$ cat config.mk
export PLATFORM = sky130hd
export DESIGN_NAME = gcm_handler
export DESIGN_NICKNAME = d
export VERILOG_FILES = /design/src/logic/gcm_pkg.sv /design/src/logic/gcm_handler.sv /design/src/logic/gcm_store.sv
export SDC_FILE = /design/constraint.sdc
export NUM_CORES = 2
export LEC_CHECK = 0
export BUFFER_PORTS_ARGS = -buffer_cell sky130_fd_sc_hd__clkbuf_2
export CAP_MARGIN = 20
export CORE_MARGIN = 2
export CORE_UTILIZATION = 67
export DETAILED_ROUTE_END_ITERATION = 10
export GPL_ROUTABILITY_DRIVEN = 1
export PLACE_DENSITY = 0.85
export SLEW_MARGIN = 15
export SYNTH_ARGS = -nofsm -noshare
export SYNTH_HDL_FRONTEND = slang
export SYNTH_SLANG_ARGS = --single-unit
$ cat constraint.sdc
create_clock -name CLOCK_I -period 13 [get_ports CLOCK_I]
set_clock_uncertainty 0.2 [all_clocks]
set_input_delay 2.6 -clock CLOCK_I [delete_from_list [all_inputs] [get_ports CLOCK_I]]
set_output_delay 2.6 -clock CLOCK_I [all_outputs]
set_load 0.005 [all_outputs]
$ cat src/logic/gcm_pkg.sv
// package for the command/indicate and supervision channel handler:
// register map, slot layout, field positions, channel modes, event kinds.
// assumes a byte-wide time-slot stream from the multiplex serialisers on the same clock.
package gcm_pkg;

  // ----------------------------------------------------------------
  // sizes
  // ----------------------------------------------------------------
  localparam int NUM_CHAN = 16;
  localparam int CHAN_W   = 4;
  localparam int SLOT_W   = 5;
  localparam int MEM_AW   = 5;
  localparam int MEM_DW   = 8;

  // ----------------------------------------------------------------
  // register map (word offsets on the register port)
  // ----------------------------------------------------------------
  localparam logic [7:0] ADDR_GENCFG  = 8'h02;  // general_configuration
  localparam logic [7:0] ADDR_MATCFG  = 8'h0C;  // matrix_configuration
  localparam logic [7:0] ADDR_CMEM    = 8'h0E;  // connection_memory_data
  localparam logic [3:0] REGION_CHCFG = 4'h2;   // 0x20..0x2F channel config/status
  localparam logic [3:0] REGION_TXCI  = 4'h4;   // 0x40..0x4F primitive transmit commands
  localparam logic [3:0] REGION_TXMON = 4'h6;   // 0x60..0x6F supervision transmit commands

  // register fields
  localparam int GCR_SIX_BIT      = 0;  // six_bit_word_enable
  localparam int MATRIX_CONFIGURATION_AIS_BIT     = 0;  // alarm_signal_detect_enable
  localparam int CONNECTION_MEMORY_DATA_SHUFFLE_BIT = 0;  // bchan_shuffle_select
  localparam int CHCFG_CI_LSB     = 0;
  localparam int CHCFG_MON_LSB    = 2;
  localparam int CHCFG_PEND_BIT   = 7;

  // ----------------------------------------------------------------
  // slot layout inside a channel and signalling/control byte fields
  // ----------------------------------------------------------------
  localparam logic [1:0] POS_B1  = 2'h0;
  localparam logic [1:0] POS_B2  = 2'h1;
  localparam logic [1:0] POS_MON = 2'h2;
  localparam logic [1:0] POS_SC  = 2'h3;
  localparam int SC_E_BIT   = 0;
  localparam int SC_A_BIT   = 1;
  localparam int SC_CI_LSB  = 2;   // both 4-bit and 6-bit fields start here
  localparam int SC_D_LSB   = 6;   // two D bits of the ISDN layout
  localparam logic [7:0] BYTE_ONES = 8'hFF;

  // channel modes
  localparam logic [1:0] CI_OFF    = 2'h0;
  localparam logic [1:0] CI_ANALOG = 2'h1;
  localparam logic [1:0] CI_ISDN   = 2'h2;
  localparam logic [1:0] MON_OFF   = 2'h0;
  localparam logic [1:0] MON_VSTAR = 2'h1;
  localparam logic [1:0] MON_GCI   = 2'h2;

  // event kinds written to shared memory
  localparam logic [1:0] EVT_CI  = 2'h0;
  localparam logic [1:0] EVT_MON = 2'h1;
  localparam logic [1:0] EVT_SIX = 2'h2;
  localparam logic [1:0] EVT_AIS = 2'h3;

  // ----------------------------------------------------------------
  // carriers
  // ----------------------------------------------------------------
  typedef struct packed {
    logic              mux;    // 0: multiplex four, 1: multiplex five
    logic [SLOT_W-1:0] slot;   // time slot 0..31
    logic [7:0]        data;   // slot byte (tx: B byte from the matrix)
    logic [1:0]        dbits;  // tx only: D bits from the HDLC transmitter
  } gcm_slot_t;

  typedef struct packed {
    logic [1:0]        kind;
    logic [CHAN_W-1:0] chan;
    logic [7:0]        data;
  } gcm_evt_t;

endpackage

$ cat src/logic/gcm_handler.sv
// command/indicate and supervision channel handler for two multiplexes of 8 channels.
// assumes slot bytes arrive from serialisers on CLOCK_I, and that the event consumer
// writes each event word into shared memory.
// What this block does
// RULE1 - serve 16 primitive and 16 supervision channels from multiplexes four and five
// RULE2 - each multiplex has 8 channels of 4 slots: B1, B2, supervision, signalling
// RULE3 - supervision and signalling slots stay put for both protocol styles
// RULE4 - the two data bytes pass through untouched
// RULE5 - ISDN signalling bytes carry two D bits beside the primitive field
// RULE6 - primitive field per channel: off, 6-bit analog or 4-bit ISDN
// RULE7 - supervision per channel: off, V-star or GCI, mixed across channels
// RULE8 - GCI: sender raises E per new byte, receiver answers with A
// RULE9 - V-star: no handshake, E marks valid byte, unused bit held at 1
// RULE10 - supervision byte in one slot, primitive and handshake in the next
// RULE11 - received D bits go to matrix output 7 and the HDLC receiver
// RULE12 - transmit signalling and supervision bytes rebuilt from three contributors
// RULE13 - received primitives and messages are queued to shared memory
// RULE14 - 16 primitive and 16 supervision transmit command registers, read/write
// RULE15 - B channel shuffling into 32 of 256 slots is selectable
// RULE16 - ISDN side channel is two data slots plus D, A, E and spare bits
// RULE17 - host gives 32 distinct slots when upstream shuffling is on
// RULE18 - host keeps all 32 shuffled channels on subscriber channels
// RULE19 - six-bit word sent upstream under a configuration bit
// RULE20 - received six-bit words are stored to shared memory
// RULE21 - alarm indication on 16-bit data pairs detected and recorded when enabled
`timescale 1ns/10ps
module gcm_handler (
  // clock, reset, enable
  input  wire logic              CLOCK_I,
  input  wire logic              RESET_N_I,
  input  wire logic              CE_I,
  // register port
  input  wire logic [7:0]        REG_ADDR_I,
  input  wire logic [15:0]       REG_WDATA_I,
  input  wire logic              REG_WR_I,
  input  wire logic              REG_RD_I,
  output logic      [15:0]       REG_RDATA_O,
  output logic                   REG_RACK_O,
  // receive slot stream
  input  wire logic              RX_VALID_I,
  input  wire gcm_pkg::gcm_slot_t RX_SLOT_I,
  output logic                   RX_READY_O,
  // receive data and D towards the matrix and HDLC receiver
  output logic      [7:0]        RX_B_O,
  output logic                   RX_B_VALID_O,
  output logic      [1:0]        RX_D_O,
  output logic      [3:0]        RX_D_CHAN_O,
  output logic                   RX_D_VALID_O,
  // transmit slot requests and answers
  input  wire logic              TX_REQ_I,
  input  wire gcm_pkg::gcm_slot_t TX_SLOT_I,
  output logic      [7:0]        TX_BYTE_O,
  output logic                   TX_VALID_O,
  // event queue towards shared memory
  output logic                   EVT_VALID_O,
  output gcm_pkg::gcm_evt_t      EVT_O,
  input  wire logic              EVT_READY_I,
  // matrix control
  output logic                   SHUFFLE_EN_O
);
  import gcm_pkg::*;

  // ----------------------------------------------------------------
  // helpers
  // ----------------------------------------------------------------
  function automatic logic [CHAN_W-1:0] chan_of(input logic mux, input logic [SLOT_W-1:0] slot);
    chan_of = {mux, slot[SLOT_W-1:2]};  // four slots per channel
  endfunction

  function automatic logic [MEM_AW-1:0] mem_index(input logic is_mon, input logic [CHAN_W-1:0] ch);
    mem_index = {is_mon, ch};
  endfunction

  // ----------------------------------------------------------------
  // state
  // ----------------------------------------------------------------
  logic [15:0] gencfg, matcfg, cmem, next_gencfg, next_matcfg, next_cmem;
  logic [1:0]  ci_mode [NUM_CHAN];
  logic [1:0]  mon_mode [NUM_CHAN];
  logic [1:0]  next_ci_mode [NUM_CHAN];
  logic [1:0]  next_mon_mode [NUM_CHAN];
  logic [5:0]  last_ci [NUM_CHAN];
  logic [5:0]  next_last_ci [NUM_CHAN];
  logic [5:0]  six_last [NUM_CHAN];
  logic [5:0]  next_six_last [NUM_CHAN];
  logic [7:0]  mon_rx [NUM_CHAN];
  logic [7:0]  next_mon_rx [NUM_CHAN];
  logic [NUM_CHAN-1:0] rx_e_last, next_rx_e_last, b1_ones, next_b1_ones;
  logic [NUM_CHAN-1:0] ais_state, next_ais_state, pend, next_pend;
  logic        rd_p1, rd_mem_q, next_rd_p1, next_rd_mem_q;
  logic [15:0] rd_hold, next_rd_hold, next_rdata;
  logic        six_en, ais_en, rx_take, mon_wr, mem_we;
  logic [MEM_AW-1:0] mem_a_addr, mem_b_addr;
  logic [MEM_DW-1:0] mem_a_rdata, mem_b_rdata;
  logic [CHAN_W-1:0] reg_ch;

  assign six_en  = gencfg[GCR_SIX_BIT];
  assign ais_en  = matcfg[MATRIX_CONFIGURATION_AIS_BIT];
  assign rx_take = RX_VALID_I & RX_READY_O;
  assign reg_ch  = REG_ADDR_I[CHAN_W-1:0];
  assign mem_we  = REG_WR_I & ((REG_ADDR_I[7:4] == REGION_TXCI) | (REG_ADDR_I[7:4] == REGION_TXMON));
  assign mon_wr  = REG_WR_I & (REG_ADDR_I[7:4] == REGION_TXMON);
  assign mem_a_addr = mem_index(REG_ADDR_I[7:4] == REGION_TXMON, reg_ch);

  // transmit command registers live in the store, one byte each
  gcm_store u_store (
    .clk_i     (CLOCK_I),
    .ce_i      (CE_I),
    .we_i      (mem_we),                                     // RULE14
    .waddr_i   (mem_a_addr),
    .wdata_i   (REG_WDATA_I[MEM_DW-1:0]),
    .ra_addr_i (mem_a_addr),
    .ra_data_o (mem_a_rdata),
    .rb_addr_i (mem_b_addr),
    .rb_data_o (mem_b_rdata)
  );

  // ----------------------------------------------------------------
  // register port: writes, and a two-cycle read path
  // ----------------------------------------------------------------
  // every read answers two edges later so store and flop reads look alike
  always_comb begin
    next_gencfg   = gencfg;
    next_matcfg   = matcfg;
    next_cmem     = cmem;
    next_ci_mode  = ci_mode;
    next_mon_mode = mon_mode;
    next_rd_p1    = REG_RD_I;
    next_rd_mem_q = 1'b0;
    next_rd_hold  = '0;
    next_rdata    = rd_mem_q ? {8'h00, mem_a_rdata} : rd_hold;
    if (REG_WR_I) begin
      if (REG_ADDR_I == ADDR_GENCFG) begin
        next_gencfg = REG_WDATA_I;
      end else if (REG_ADDR_I == ADDR_MATCFG) begin
        next_matcfg = REG_WDATA_I;
      end else if (REG_ADDR_I == ADDR_CMEM) begin
        next_cmem = REG_WDATA_I;
      end else if (REG_ADDR_I[7:4] == REGION_CHCFG) begin
        next_ci_mode[reg_ch]  = REG_WDATA_I[CHCFG_CI_LSB +: 2];   // RULE6
        next_mon_mode[reg_ch] = REG_WDATA_I[CHCFG_MON_LSB +: 2];  // RULE7
      end
    end
    if (REG_RD_I) begin
      if (REG_ADDR_I == ADDR_GENCFG) begin
        next_rd_hold = gencfg;
      end else if (REG_ADDR_I == ADDR_MATCFG) begin
        next_rd_hold = matcfg;
      end else if (REG_ADDR_I == ADDR_CMEM) begin
        next_rd_hold = cmem;
      end else if (REG_ADDR_I[7:4] == REGION_CHCFG) begin
        next_rd_hold[CHCFG_CI_LSB +: 2]  = ci_mode[reg_ch];
        next_rd_hold[CHCFG_MON_LSB +: 2] = mon_mode[reg_ch];
        next_rd_hold[CHCFG_PEND_BIT]     = pend[reg_ch];
      end else if (REG_ADDR_I[7:4] == REGION_TXCI || REG_ADDR_I[7:4] == REGION_TXMON) begin
        next_rd_mem_q = 1'b1;                                     // RULE14
      end
    end
  end

  always_ff @(posedge CLOCK_I) begin
    if (!RESET_N_I) begin
      gencfg       <= '0;
      matcfg       <= '0;
      cmem         <= '0;
      ci_mode      <= '{default: '0};
      mon_mode     <= '{default: '0};
      rd_p1        <= 1'b0;
      rd_mem_q     <= 1'b0;
      rd_hold      <= '0;
      REG_RACK_O   <= 1'b0;
      REG_RDATA_O  <= '0;
      SHUFFLE_EN_O <= 1'b0;
    end else if (CE_I) begin
      gencfg       <= next_gencfg;
      matcfg       <= next_matcfg;
      cmem         <= next_cmem;
      ci_mode      <= next_ci_mode;
      mon_mode     <= next_mon_mode;
      rd_p1        <= next_rd_p1;
      rd_mem_q     <= next_rd_mem_q;
      rd_hold      <= next_rd_hold;
      REG_RACK_O   <= rd_p1;
      REG_RDATA_O  <= next_rdata;
      SHUFFLE_EN_O <= next_cmem[CONNECTION_MEMORY_DATA_SHUFFLE_BIT];               // RULE15
    end
  end

  // ----------------------------------------------------------------
  // receive side: slot decode and event generation
  // ----------------------------------------------------------------
  logic              push_a, push_b, ack_hit, ais_now;
  logic [CHAN_W-1:0] rx_ch;
  logic [1:0]        rx_pos;
  logic [7:0]        rx_by;
  logic [5:0]        ci_now;
  gcm_evt_t          evt_a, evt_b;
  logic [7:0]        next_rxb;
  logic [1:0]        next_rxd;
  logic [CHAN_W-1:0] next_rxd_ch;
  logic              next_rxb_v, next_rxd_v;

  assign rx_ch  = chan_of(RX_SLOT_I.mux, RX_SLOT_I.slot);        // RULE1 RULE2
  assign rx_pos = RX_SLOT_I.slot[1:0];
  assign rx_by  = RX_SLOT_I.data;

  // at most one primitive and one supervision event per slot, hence two pushes
  always_comb begin
    next_last_ci   = last_ci;
    next_six_last  = six_last;
    next_mon_rx    = mon_rx;
    next_rx_e_last = rx_e_last;
    next_b1_ones   = b1_ones;
    next_ais_state = ais_state;
    next_rxb       = RX_B_O;
    next_rxb_v     = 1'b0;
    next_rxd       = RX_D_O;
    next_rxd_ch    = RX_D_CHAN_O;
    next_rxd_v     = 1'b0;
    push_a = 1'b0;
    push_b = 1'b0;
    evt_a  = '0;
    evt_b  = '0;
    ack_hit = 1'b0;
    ais_now = 1'b0;
    ci_now  = '0;
    if (rx_take) begin
      case (rx_pos)
        POS_B1: begin
          next_rxb   = rx_by;                                     // RULE4
          next_rxb_v = 1'b1;
          next_b1_ones[rx_ch] = (rx_by == BYTE_ONES);
        end
        POS_B2: begin
          next_rxb   = rx_by;                                     // RULE4
          next_rxb_v = 1'b1;
          ais_now    = b1_ones[rx_ch] & (rx_by == BYTE_ONES);
          if (ais_en && ais_now != ais_state[rx_ch]) begin
            next_ais_state[rx_ch] = ais_now;                      // RULE21
            push_a = 1'b1;
            evt_a  = '{kind: EVT_AIS, chan: rx_ch, data: {7'h00, ais_now}};
          end
        end
        POS_MON: begin
          if (six_en) begin
            // slot carries D, A, E and the spare bits of the ISDN side
            next_rxd    = rx_by[SC_D_LSB +: 2];                   // RULE16
            next_rxd_ch = rx_ch;
            next_rxd_v  = 1'b1;
            if (rx_by[5:0] != six_last[rx_ch]) begin
              next_six_last[rx_ch] = rx_by[5:0];                  // RULE20
              push_a = 1'b1;
              evt_a  = '{kind: EVT_SIX, chan: rx_ch, data: {2'b00, rx_by[5:0]}};
            end
          end else begin
            next_mon_rx[rx_ch] = rx_by;                           // RULE3 RULE10
          end
        end
        default: begin
          if (ci_mode[rx_ch] == CI_ISDN) begin
            next_rxd    = rx_by[SC_D_LSB +: 2];                   // RULE5 RULE11
            next_rxd_ch = rx_ch;
            next_rxd_v  = 1'b1;
            ci_now      = {2'b00, rx_by[SC_CI_LSB +: 4]};         // RULE6
          end else if (ci_mode[rx_ch] == CI_ANALOG) begin
            ci_now      = rx_by[SC_CI_LSB +: 6];                  // RULE6
          end
          if (ci_mode[rx_ch] != CI_OFF && ci_now != last_ci[rx_ch]) begin
            next_last_ci[rx_ch] = ci_now;                         // RULE13
            push_a = 1'b1;
            evt_a  = '{kind: EVT_CI, chan: rx_ch, data: {2'b00, ci_now}};
          end
          if (mon_mode[rx_ch] == MON_VSTAR && rx_by[SC_E_BIT]) begin
            push_b = 1'b1;                                        // RULE9 RULE13
            evt_b  = '{kind: EVT_MON, chan: rx_ch, data: mon_rx[rx_ch]};
          end else if (mon_mode[rx_ch] == MON_GCI) begin
            if (rx_by[SC_E_BIT] && !rx_e_last[rx_ch]) begin
              push_b = 1'b1;                                      // RULE8 RULE13
              evt_b  = '{kind: EVT_MON, chan: rx_ch, data: mon_rx[rx_ch]};
            end
            next_rx_e_last[rx_ch] = rx_by[SC_E_BIT];              // RULE8
            ack_hit = rx_by[SC_A_BIT];
          end
        end
      endcase
    end
  end

  always_ff @(posedge CLOCK_I) begin
    if (!RESET_N_I) begin
      last_ci      <= '{default: '0};
      six_last     <= '{default: '0};
      mon_rx       <= '{default: '0};
      rx_e_last    <= '0;
      b1_ones      <= '0;
      ais_state    <= '0;
      RX_B_O       <= '0;
      RX_B_VALID_O <= 1'b0;
      RX_D_O       <= '0;
      RX_D_CHAN_O  <= '0;
      RX_D_VALID_O <= 1'b0;
    end else if (CE_I) begin
      last_ci      <= next_last_ci;
      six_last     <= next_six_last;
      mon_rx       <= next_mon_rx;
      rx_e_last    <= next_rx_e_last;
      b1_ones      <= next_b1_ones;
      ais_state    <= next_ais_state;
      RX_B_O       <= next_rxb;
      RX_B_VALID_O <= next_rxb_v;
      RX_D_O       <= next_rxd;
      RX_D_CHAN_O  <= next_rxd_ch;
      RX_D_VALID_O <= next_rxd_v;
    end
  end

  // ----------------------------------------------------------------
  // two-entry event buffer
  // ----------------------------------------------------------------
  // slots are taken only with both entries free, so no event can be dropped
  gcm_evt_t   buf1, next_buf0, next_buf1;
  logic [1:0] count, next_count;
  logic       pop;

  assign pop = EVT_VALID_O & EVT_READY_I;

  always_comb begin
    next_buf0  = EVT_O;
    next_buf1  = buf1;
    next_count = count;
    if (pop) begin
      next_buf0  = buf1;
      next_count = count - 2'd1;
    end
    if (push_a) begin
      if (next_count == 2'd0) next_buf0 = evt_a;
      else next_buf1 = evt_a;
      next_count = next_count + 2'd1;
    end
    if (push_b) begin
      if (next_count == 2'd0) next_buf0 = evt_b;
      else next_buf1 = evt_b;
      next_count = next_count + 2'd1;
    end
  end

  always_ff @(posedge CLOCK_I) begin
    if (!RESET_N_I) begin
      EVT_O       <= '0;
      buf1        <= '0;
      count       <= '0;
      EVT_VALID_O <= 1'b0;
      RX_READY_O  <= 1'b0;
    end else if (CE_I) begin
      EVT_O       <= next_buf0;
      buf1        <= next_buf1;
      count       <= next_count;
      EVT_VALID_O <= (next_count != 2'd0);
      RX_READY_O  <= (next_count == 2'd0);                        // RULE13
    end
  end

  // ----------------------------------------------------------------
  // transmit side: rebuild supervision and signalling bytes
  // ----------------------------------------------------------------
  gcm_slot_t         tx_q;
  logic              tx_q_v, vs_done;
  logic [CHAN_W-1:0] tx_ch, req_ch;
  logic [7:0]        tx_byte;

  assign req_ch     = chan_of(TX_SLOT_I.mux, TX_SLOT_I.slot);
  assign mem_b_addr = mem_index(TX_SLOT_I.slot[1:0] == POS_MON && !six_en, req_ch);
  assign tx_ch      = chan_of(tx_q.mux, tx_q.slot);

  always_comb begin
    tx_byte = BYTE_ONES;
    vs_done = 1'b0;
    case (tx_q.slot[1:0])
      POS_B1, POS_B2: tx_byte = tx_q.data;                        // RULE4
      POS_MON: begin
        if (six_en) begin
          tx_byte = {tx_q.dbits, mem_b_rdata[5:0]};               // RULE16 RULE19
        end else if (mon_mode[tx_ch] != MON_OFF && pend[tx_ch]) begin
          tx_byte = mem_b_rdata;                                  // RULE3 RULE12
        end
      end
      default: begin
        if (ci_mode[tx_ch] == CI_ANALOG) begin
          tx_byte[SC_CI_LSB +: 6] = mem_b_rdata[5:0];             // RULE6 RULE12
        end else if (ci_mode[tx_ch] == CI_ISDN) begin
          tx_byte[SC_D_LSB +: 2]  = tx_q.dbits;                   // RULE5 RULE12
          tx_byte[SC_CI_LSB +: 4] = mem_b_rdata[3:0];
        end
        if (mon_mode[tx_ch] == MON_GCI) begin
          tx_byte[SC_A_BIT] = rx_e_last[tx_ch];                   // RULE8 RULE10
          tx_byte[SC_E_BIT] = pend[tx_ch];
        end else if (mon_mode[tx_ch] == MON_VSTAR) begin
          tx_byte[SC_A_BIT] = 1'b1;                               // RULE9
          tx_byte[SC_E_BIT] = pend[tx_ch];
          vs_done = tx_q_v & pend[tx_ch];
        end
      end
    endcase
  end

  // host write sets pending and wins over an acknowledge in the same cycle
  always_comb begin
    next_pend = pend;
    if (ack_hit) next_pend[rx_ch] = 1'b0;                         // RULE8
    if (vs_done) next_pend[tx_ch] = 1'b0;                         // RULE9
    if (mon_wr) next_pend[reg_ch] = 1'b1;                         // RULE14
  end

  always_ff @(posedge CLOCK_I) begin
    if (!RESET_N_I) begin
      tx_q       <= '0;
      tx_q_v     <= 1'b0;
      pend       <= '0;
      TX_BYTE_O  <= BYTE_ONES;
      TX_VALID_O <= 1'b0;
    end else if (CE_I) begin
      tx_q       <= TX_SLOT_I;
      tx_q_v     <= TX_REQ_I;
      pend       <= next_pend;
      TX_BYTE_O  <= tx_byte;
      TX_VALID_O <= tx_q_v;
    end
  end

endmodule // gcm_handler

$ cat src/logic/gcm_store.sv
// transmit command store: 32 bytes, one write port and two registered read ports.
// assumes the owner gives it the same clock and clock enable; contents are not reset.
`timescale 1ns/10ps
module gcm_store (
  // clock
  input  wire logic                       clk_i,
  input  wire logic                       ce_i,
  // write port
  input  wire logic                       we_i,
  input  wire logic [gcm_pkg::MEM_AW-1:0] waddr_i,
  input  wire logic [gcm_pkg::MEM_DW-1:0] wdata_i,
  // read ports
  input  wire logic [gcm_pkg::MEM_AW-1:0] ra_addr_i,
  output logic      [gcm_pkg::MEM_DW-1:0] ra_data_o,
  input  wire logic [gcm_pkg::MEM_AW-1:0] rb_addr_i,
  output logic      [gcm_pkg::MEM_DW-1:0] rb_data_o
);
  import gcm_pkg::*;

  logic [MEM_DW-1:0] mem [2**MEM_AW];

  // ----------------------------------------------------------------
  // storage, read data always come out of a register
  // ----------------------------------------------------------------
  always_ff @(posedge clk_i) begin
    if (ce_i) begin
      if (we_i) begin
        mem[waddr_i] <= wdata_i;
      end
      ra_data_o <= mem[ra_addr_i];
      rb_data_o <= mem[rb_addr_i];
    end
  end

endmodule // gcm_store

# [After elaboration in Yosys (flattened, before gate mapping)]
# Memory sizes are Yosys's and may differ from the RTL's. A register that Yosys moved wholly into a read port is not among the register bits.
# Index checks and enable logic that the tools add are counted.
[word_totals] ff_bits=605 mem_bits_rw=256 inputBits=64 elab_cells=359 memories=1
[memory_table] memory="u_store.mem" depth=32 word_bits=8 read_ports=2 rd_ports_with_merged_regs=2 write_ports=1 line="gcm_store.sv:20" source="logic [MEM_DW-1:0] mem [2**MEM_AW];"
[classes] add_sub_neg=3 n_lt_le_gt_ge=11 eq_ne=24 mux=145 n_bitwise=22 reduce_logical=39
[ops] op="$bwmux W96" n=2
[ops] op="$mux W14" n=13
[ops] op="$bwmux W128" n=1
[ops] op="$mux W16" n=7
[ops] op="$mux W6" n=11
[ops] op="$mux W13" n=5
[ops] op="$bwmux W32" n=2
[ops] op="$bmux W2 S4" n=6
[ops] op="$bmux W6 S4" n=2
[ops] op="$bwmux W16" n=3
[ops] op="$mux W8" n=6
[ops] op="$mux W1" n=43
[ops] op="$pmux W14 S3" n=1
[ops] op="$mux W2" n=19
[ops] op="$and A16 B16 Y16" n=2
[ops] op="$bmux W8 S4" n=1
[ops] op="$demux W8 S4" n=1
[ops] op="$not A16 Y16" n=2
[ops] op="$bmux W1 S4" n=6
[ops] op="$demux W6 S4" n=1
[ops] op="$reduce_and A5 Y1" n=4
[ops] op="$eq A8 B4 Y1 const B" n=2
[ops] op="$mux W4" n=4
[ops] op="$or A16 B16 Y16" n=1
[ops] op="38 further kinds" n=99

# [Logic depth before layout (Yosys ltp)]
[depth] ltp_word=18 depth_mapped=22 ltp_nobuf=16

# [Cells and area by module]
# From an unflattened synthesis, not the netlist that was laid out.
[unflattened] cells_unflattened=3658 area_unflattened_um2=41187.0
[by_module_without_submodules] mod="gcm_handler" instances=1 cells_per_inst=3125 area_each_um2=28802.6 seq_area_each_um2=12111.6
[by_module_without_submodules] mod="gcm_store" instances=1 cells_per_inst=533 area_each_um2=12384.4 seq_area_each_um2=8167.8

# [Worst setup path before layout]
# Ideal clock, no wire load.
[synth_timing] kind="input -> register" start="input port RX_SLOT_I[12] in the netlist's numbering" end="register buf1[8] in the netlist's numbering" setup_time_ns=0.128 arrival_time_ns=6.300 required_time_ns=12.672 path_slack_ns=6.373 cell_stages=20 cell_sequence="buf_4 buf_4 inv_2 buf_2 mux2i_4 xor2_2 mux2i_2 o2111a_1 o21ai_1 o21ai_1 a21oi_1 mux2i_1 ha_1 inv_1 nand4_1 nor2_1 a211oi_2 buf_4 mux2i_1 nor2_1"
[synth_via] elab_chain_len=18 word_cells_on_any_way=65
[synth_rtl] item="from (decl)" line="gcm_handler.sv:41" source="input wire gcm_pkg::gcm_slot_t RX_SLOT_I,"
[synth_rtl] item="$not A4 Y5 (not written as such)"
[synth_rtl] item="$bmux W2 S4" line="gcm_handler.sv:260, gcm_handler.sv:265, gcm_handler.sv:268"
[synth_rtl] item="$mux W2 (not written as such) (2 in a row)" line="gcm_handler.sv:260, gcm_handler.sv:265, gcm_handler.sv:268"
[synth_rtl] item="$eq A2 B1 Y1" line="gcm_handler.sv:265" source="end else if (ci_mode[rx_ch] == CI_ANALOG) begin"
[synth_rtl] item="$mux W6" line="gcm_handler.sv:265"
[synth_rtl] item="$mux W6" line="gcm_handler.sv:260" source="if (ci_mode[rx_ch] == CI_ISDN) begin"
[synth_rtl] item="$mux W6" line="gcm_handler.sv:228" source="case (rx_pos)"
[synth_rtl] item="$mux W6" line="gcm_handler.sv:227" source="if (rx_take) begin"
[synth_rtl] item="$ne A6 B6 Y1" line="gcm_handler.sv:268" source="if (ci_mode[rx_ch] != CI_OFF && ci_now != last_ci[rx_ch]) begin"
[synth_rtl] item="$logic_and A1 B1 Y1" line="gcm_handler.sv:268"
[synth_rtl] item="$mux W12 or $mux W1 (tied branches)" line="gcm_handler.sv:268"
[synth_rtl] item="$pmux W14 S3 or $pmux W1 S3 (tied branches)" line="gcm_handler.sv:228"
[synth_rtl] item="$mux W14 or $mux W1 (tied branches)" line="gcm_handler.sv:227"
[synth_rtl] item="$mux W14 or $mux W2 (tied branches)" line="gcm_handler.sv:336, gcm_handler.sv:335"
[synth_rtl] item="$mux W14 or $logic_not A2 Y1 (tied branches)" line="gcm_handler.sv:335, gcm_handler.sv:341"
[synth_rtl] item="$mux W14" line="gcm_handler.sv:341" source="if (next_count == 2'd0) next_buf0 = evt_b;"
[synth_rtl] item="$mux W14 (*)" line="gcm_handler.sv:340" source="if (push_b) begin"
[synth_rtl] item="to (signal assigned)" line="gcm_handler.sv:356" source="buf1 <= next_buf1;"
[synth_rtl] item="to (decl)" line="gcm_handler.sv:321" source="gcm_evt_t buf1, next_buf0, next_buf1;"
# Mark *: on every way between the ends. The rest lies on a longest branch, timed or not. The select of a mux whose other input is x is not followed.
# A chain may end at the register's enable or synchronous reset.

# [Final worst setup path]
[layout_timing] start="input port RX_SLOT_I[12] in the netlist's numbering" end="register buf1[1] in the netlist's numbering"
[layout_via] elab_chain_len=18 word_cells_on_any_way=67
[layout_rtl] item="$not A4 Y5 (not written as such)"
[layout_rtl] item="$bmux W2 S4" line="gcm_handler.sv:260, gcm_handler.sv:265, gcm_handler.sv:268"
[layout_rtl] item="$mux W2 (not written as such) (2 in a row)" line="gcm_handler.sv:260, gcm_handler.sv:265, gcm_handler.sv:268"
[layout_rtl] item="$eq A2 B1 Y1" line="gcm_handler.sv:265"
[layout_rtl] item="$mux W6" line="gcm_handler.sv:265"
[layout_rtl] item="$mux W6" line="gcm_handler.sv:260"
[layout_rtl] item="$mux W6" line="gcm_handler.sv:228"
[layout_rtl] item="$mux W6" line="gcm_handler.sv:227"
[layout_rtl] item="$ne A6 B6 Y1" line="gcm_handler.sv:268"
[layout_rtl] item="$logic_and A1 B1 Y1" line="gcm_handler.sv:268"
[layout_rtl] item="$mux W12 or $mux W1 (tied branches)" line="gcm_handler.sv:268"
[layout_rtl] item="$pmux W14 S3 or $pmux W1 S3 (tied branches)" line="gcm_handler.sv:228"
[layout_rtl] item="$mux W14 or $mux W1 (tied branches)" line="gcm_handler.sv:227"
[layout_rtl] item="$mux W14 or $mux W2 (tied branches)" line="gcm_handler.sv:336, gcm_handler.sv:335"
[layout_rtl] item="$mux W14 or $logic_not A2 Y1 (tied branches)" line="gcm_handler.sv:335, gcm_handler.sv:341"
[layout_rtl] item="$mux W14" line="gcm_handler.sv:341"
[layout_rtl] item="$mux W14 (*)" line="gcm_handler.sv:340"
# Marked as above.

==> run metrics <==
Hold Startpoint mon_rx[38]$_SDFFE_PN0P_; post-route ant nets 0; number of hold buffers added after cts 0; relative slew slack ~22%; met2 Usage GRT ~60%; reg-to-reg slack, setup a little under 8 ns; Avg WL per Cell 26.1 um; final worst slack between 5 and 6 ns; synth warn 0; Die X approximately 250 um; part of the power in combinational logic 6.5%; worst skew pair latency approximately 0.67 ns; Nets 3770; Synth Area in XOR/XNOR 0.249%; met3 usage ~7.6%; post-CTS sizing 0; clk sink count slightly below 900; Cell Rows 90; DP HPWL 74000 um; Placement Setup Slack 4.50 ns; power share of the clock group 44.9%; Fmax between 100 and 150 MHz; Lkg Pwr 14.9 nW; Avg Cell Area, Syn 11.0 sq um; Critical Path RT 13.35 ns; Post-Synth Adder-Cell Area less than 1%; DRC viols 0; CP Class in -> reg; gpl congestion between 0.9 and 1; post-synthesis sequential area ratio ~49%; CP endpoint kind flip-flop; final setup fails 0; largest family of logic cells by synthesized area multiplexers; sw frac about a quarter; CTS clock-pin slew for the worst setup and hold paths 0.06 ns; overall routing resource usage 37.4%; Worst Setup Start Kind primary input; Layout area overhead 9.27%; RSZ-0062 raised after global routing no; Total Wirelength between 100000 and 150000 um; syn_nets 3809; fin crit share 61.4%; Post-Layout Cell Count 4562; Post-synth ARST share 0%; most common cell after layout, fill and taps aside dfxtp_1; simple-gate share of the synthesized area 13.8%; status completed; Yosys cell types 81; Hold Fails Final Rpt 0; initial antenna violation count 2; Reg2Reg Launch Point ci_mode[10]$_SDFFE_PN0P_; Detailed Routing Iterations Pass 1 9; Num CTS Buffers 88; total die area around 0.063 sq mm; largest net degree at the start of global routing 196; share of cells above drive strength 1 a little under a fifth; input/output buffers 120; most frequent cells in the layout dfxtp_1, nand2_1, nor2_1; GRT busiest layer met2; Starting Density 68.0%; first-iteration detailed-routing DRC count ~4600; max cap viols 0; vias post-DR approximately 32000; Worst EP arrival around 8.3 ns; wire length of the first global-routing pass 182000 um; Period minus WS final about 8 ns; Int Power 4.49 mW; via count of the first global-routing pass between 30000 and 40000; Sequential Power Share about half; Remaining Overflow, GRT 0; Pwr per Cell Area 131 mW/mm^2; critical path startpoint RX_SLOT_I[12]; Top Ports 123; htree depth 3; postcts setup bufs 0; Avg Vias per Cell 7.00; FF+latch count, synth 877; mux share of post-synthesis cell area between 20 and 25%; CTS tree done; Root Buffer clkbuf_16; Clock Path Buffers 3; Core Area between 0.06 and 0.07 sq mm; Most used DFF post-synth dfxtp_1; Inst Count DP 4392; overall power 5.88 mW; CP max FO 41; Worst Tran Pin Value 1.16 ns; Post-Syn Area approximately 0.041 sq mm; Filler cells roughly 3800; number of synthesized flops with an enable pin 272; die height 252 um; Hold Path Class reg -> reg; Setup Total Neg Slack 0 ns; compound-gate portion of the synthesized area 8.90%; net switching power 1.39 mW; Post-Syn Instances roughly 3700; Worst VDD drop 0.000156 V; max-slew violation count 0; met1 Usage GRT 47.0%
==> final timing paths <==
kind                             endpoint  cells past startpoint
setup / recovery     buf1[1]$_SDFFE_PN0P_                     17
hold / removal    mon_rx[38]$_SDFFE_PN0P_                      2
setup reg to reg     buf1[1]$_SDFFE_PN0P_                     17
hold reg to reg   mon_rx[38]$_SDFFE_PN0P_                      2
==> through the flow <==
stage	hold slack (ns)	instance area, sq um	utilization (%)
global placement	0.238	41900	69.2
finish	0.254	45000	74.3
floorplan	0.233	41200	-
detailed placement	0.245	42000	69.2
CTS	0.253	44900	74.2
global route	0.268	45000	74.3
==> Yosys cell counts (4+ instances only) <==
cell type	count	area (sq um)
o41a_1	4	45.0
o22ai_1	24	150
o221ai_1	7	61.3
nand3_1	218	1090
xnor2_1	7	61.3
nor2_2	6	37.5
buf_6	7	78.8
dfxtp_1	605	12100
a211oi_2	4	50.1
or3_1	5	31.3
and2_1	16	100
nand4_1	11	68.8
buf_2	26	130
and3_1	11	68.8
mux2i_1	266	2660
nor4_1	4	25.0
nand3b_1	4	30.0
clkbuf_1	231	867
mux4_2	319	7180
a31oi_1	7	43.8
nor2_4	10	113
nor2_1	388	1460
o21ai_0	59	295
a32oi_1	8	70.1
a22oi_1	57	428
edfxtp_1	272	8170
o21ai_1	4	20.0
nand2_1	573	2150
o221a_2	7	78.8
nand2b_1	23	144
a21oi_1	368	1840
buf_4	7	52.6
nor2b_1	18	113
or2_2	8	50.1
nor3_1	17	85.1
o21a_1	4	30.0
buf_1	29	109
a211oi_1	9	67.6
inv_1	16	60.1
mux2_2	20	225
==> power groups by stage <==
stage | Sequential (mW) | Combinational, mW | Clock [mW]
3_3_place_gp | 2.91 | 0.355 | 0
4_1_cts | 2.85 | 0.370 | 2.64
2_1_floorplan | 2.90 | 0.251 | 0
5_1_grt | 2.85 | 0.396 | 2.74
6_report | 2.86 | 0.382 | 2.64
3_5_place_dp | 2.91 | 0.364 | 0
==> layout make-up <==
class                      instances  area (sq um)  area share, %
antenna                            1          2.50        0.00556
multi-input combinational       2547         19600           43.6
tap                              782           978           2.17
timing repair buffer             171          1040           2.32
sequential                       877         20300           45.1
clock inverter                    36           472           1.05
inverter                          19          78.8          0.175
clock buffer                     129          2510           5.57
==> critical path, cell delays in order <==
cell and delay (ns):
buf_4 0.68, buf_4 0.71, mux4_2 0.58, mux4_2 0.50
a21o_1 0.19, a21oi_1 0.59, a21oi_1 0.23, a21oi_1 0.43
mux2i_1 0.14, ha_1 0.24, inv_1 0.07, nand4_1 0.17
nor2_1 0.43, a211oi_2 0.06, buf_4 0.22, a22o_1 0.20
o21a_1 0.16
==> flip-flops by register name, indices dropped and copies added (netlist names), 32 cells and up <==
register	count
last_ci	96
mon_rx	128
mon_mode	32
u_store.mem	256
six_last	96
ci_mode	32
==> logic make-up after synthesis <==
kind of cell | after synthesis
and+or+nand+nor | 1322
DFF | 877
muxes | 608
AOI/OAI and AO/OA | 605
buffers and inverters | 319
xor gates and xnor gates | 10
adders and majority gates | 2
==> routing by layer <==
layer	vias to the layer above	share of wire (%)
met1	15400	35
met5	-	0
li1	13700	-
met3	507	11
met2	2353	48
met4	0	6.1
No activity file was read; power rests on OpenSTA's default activity.
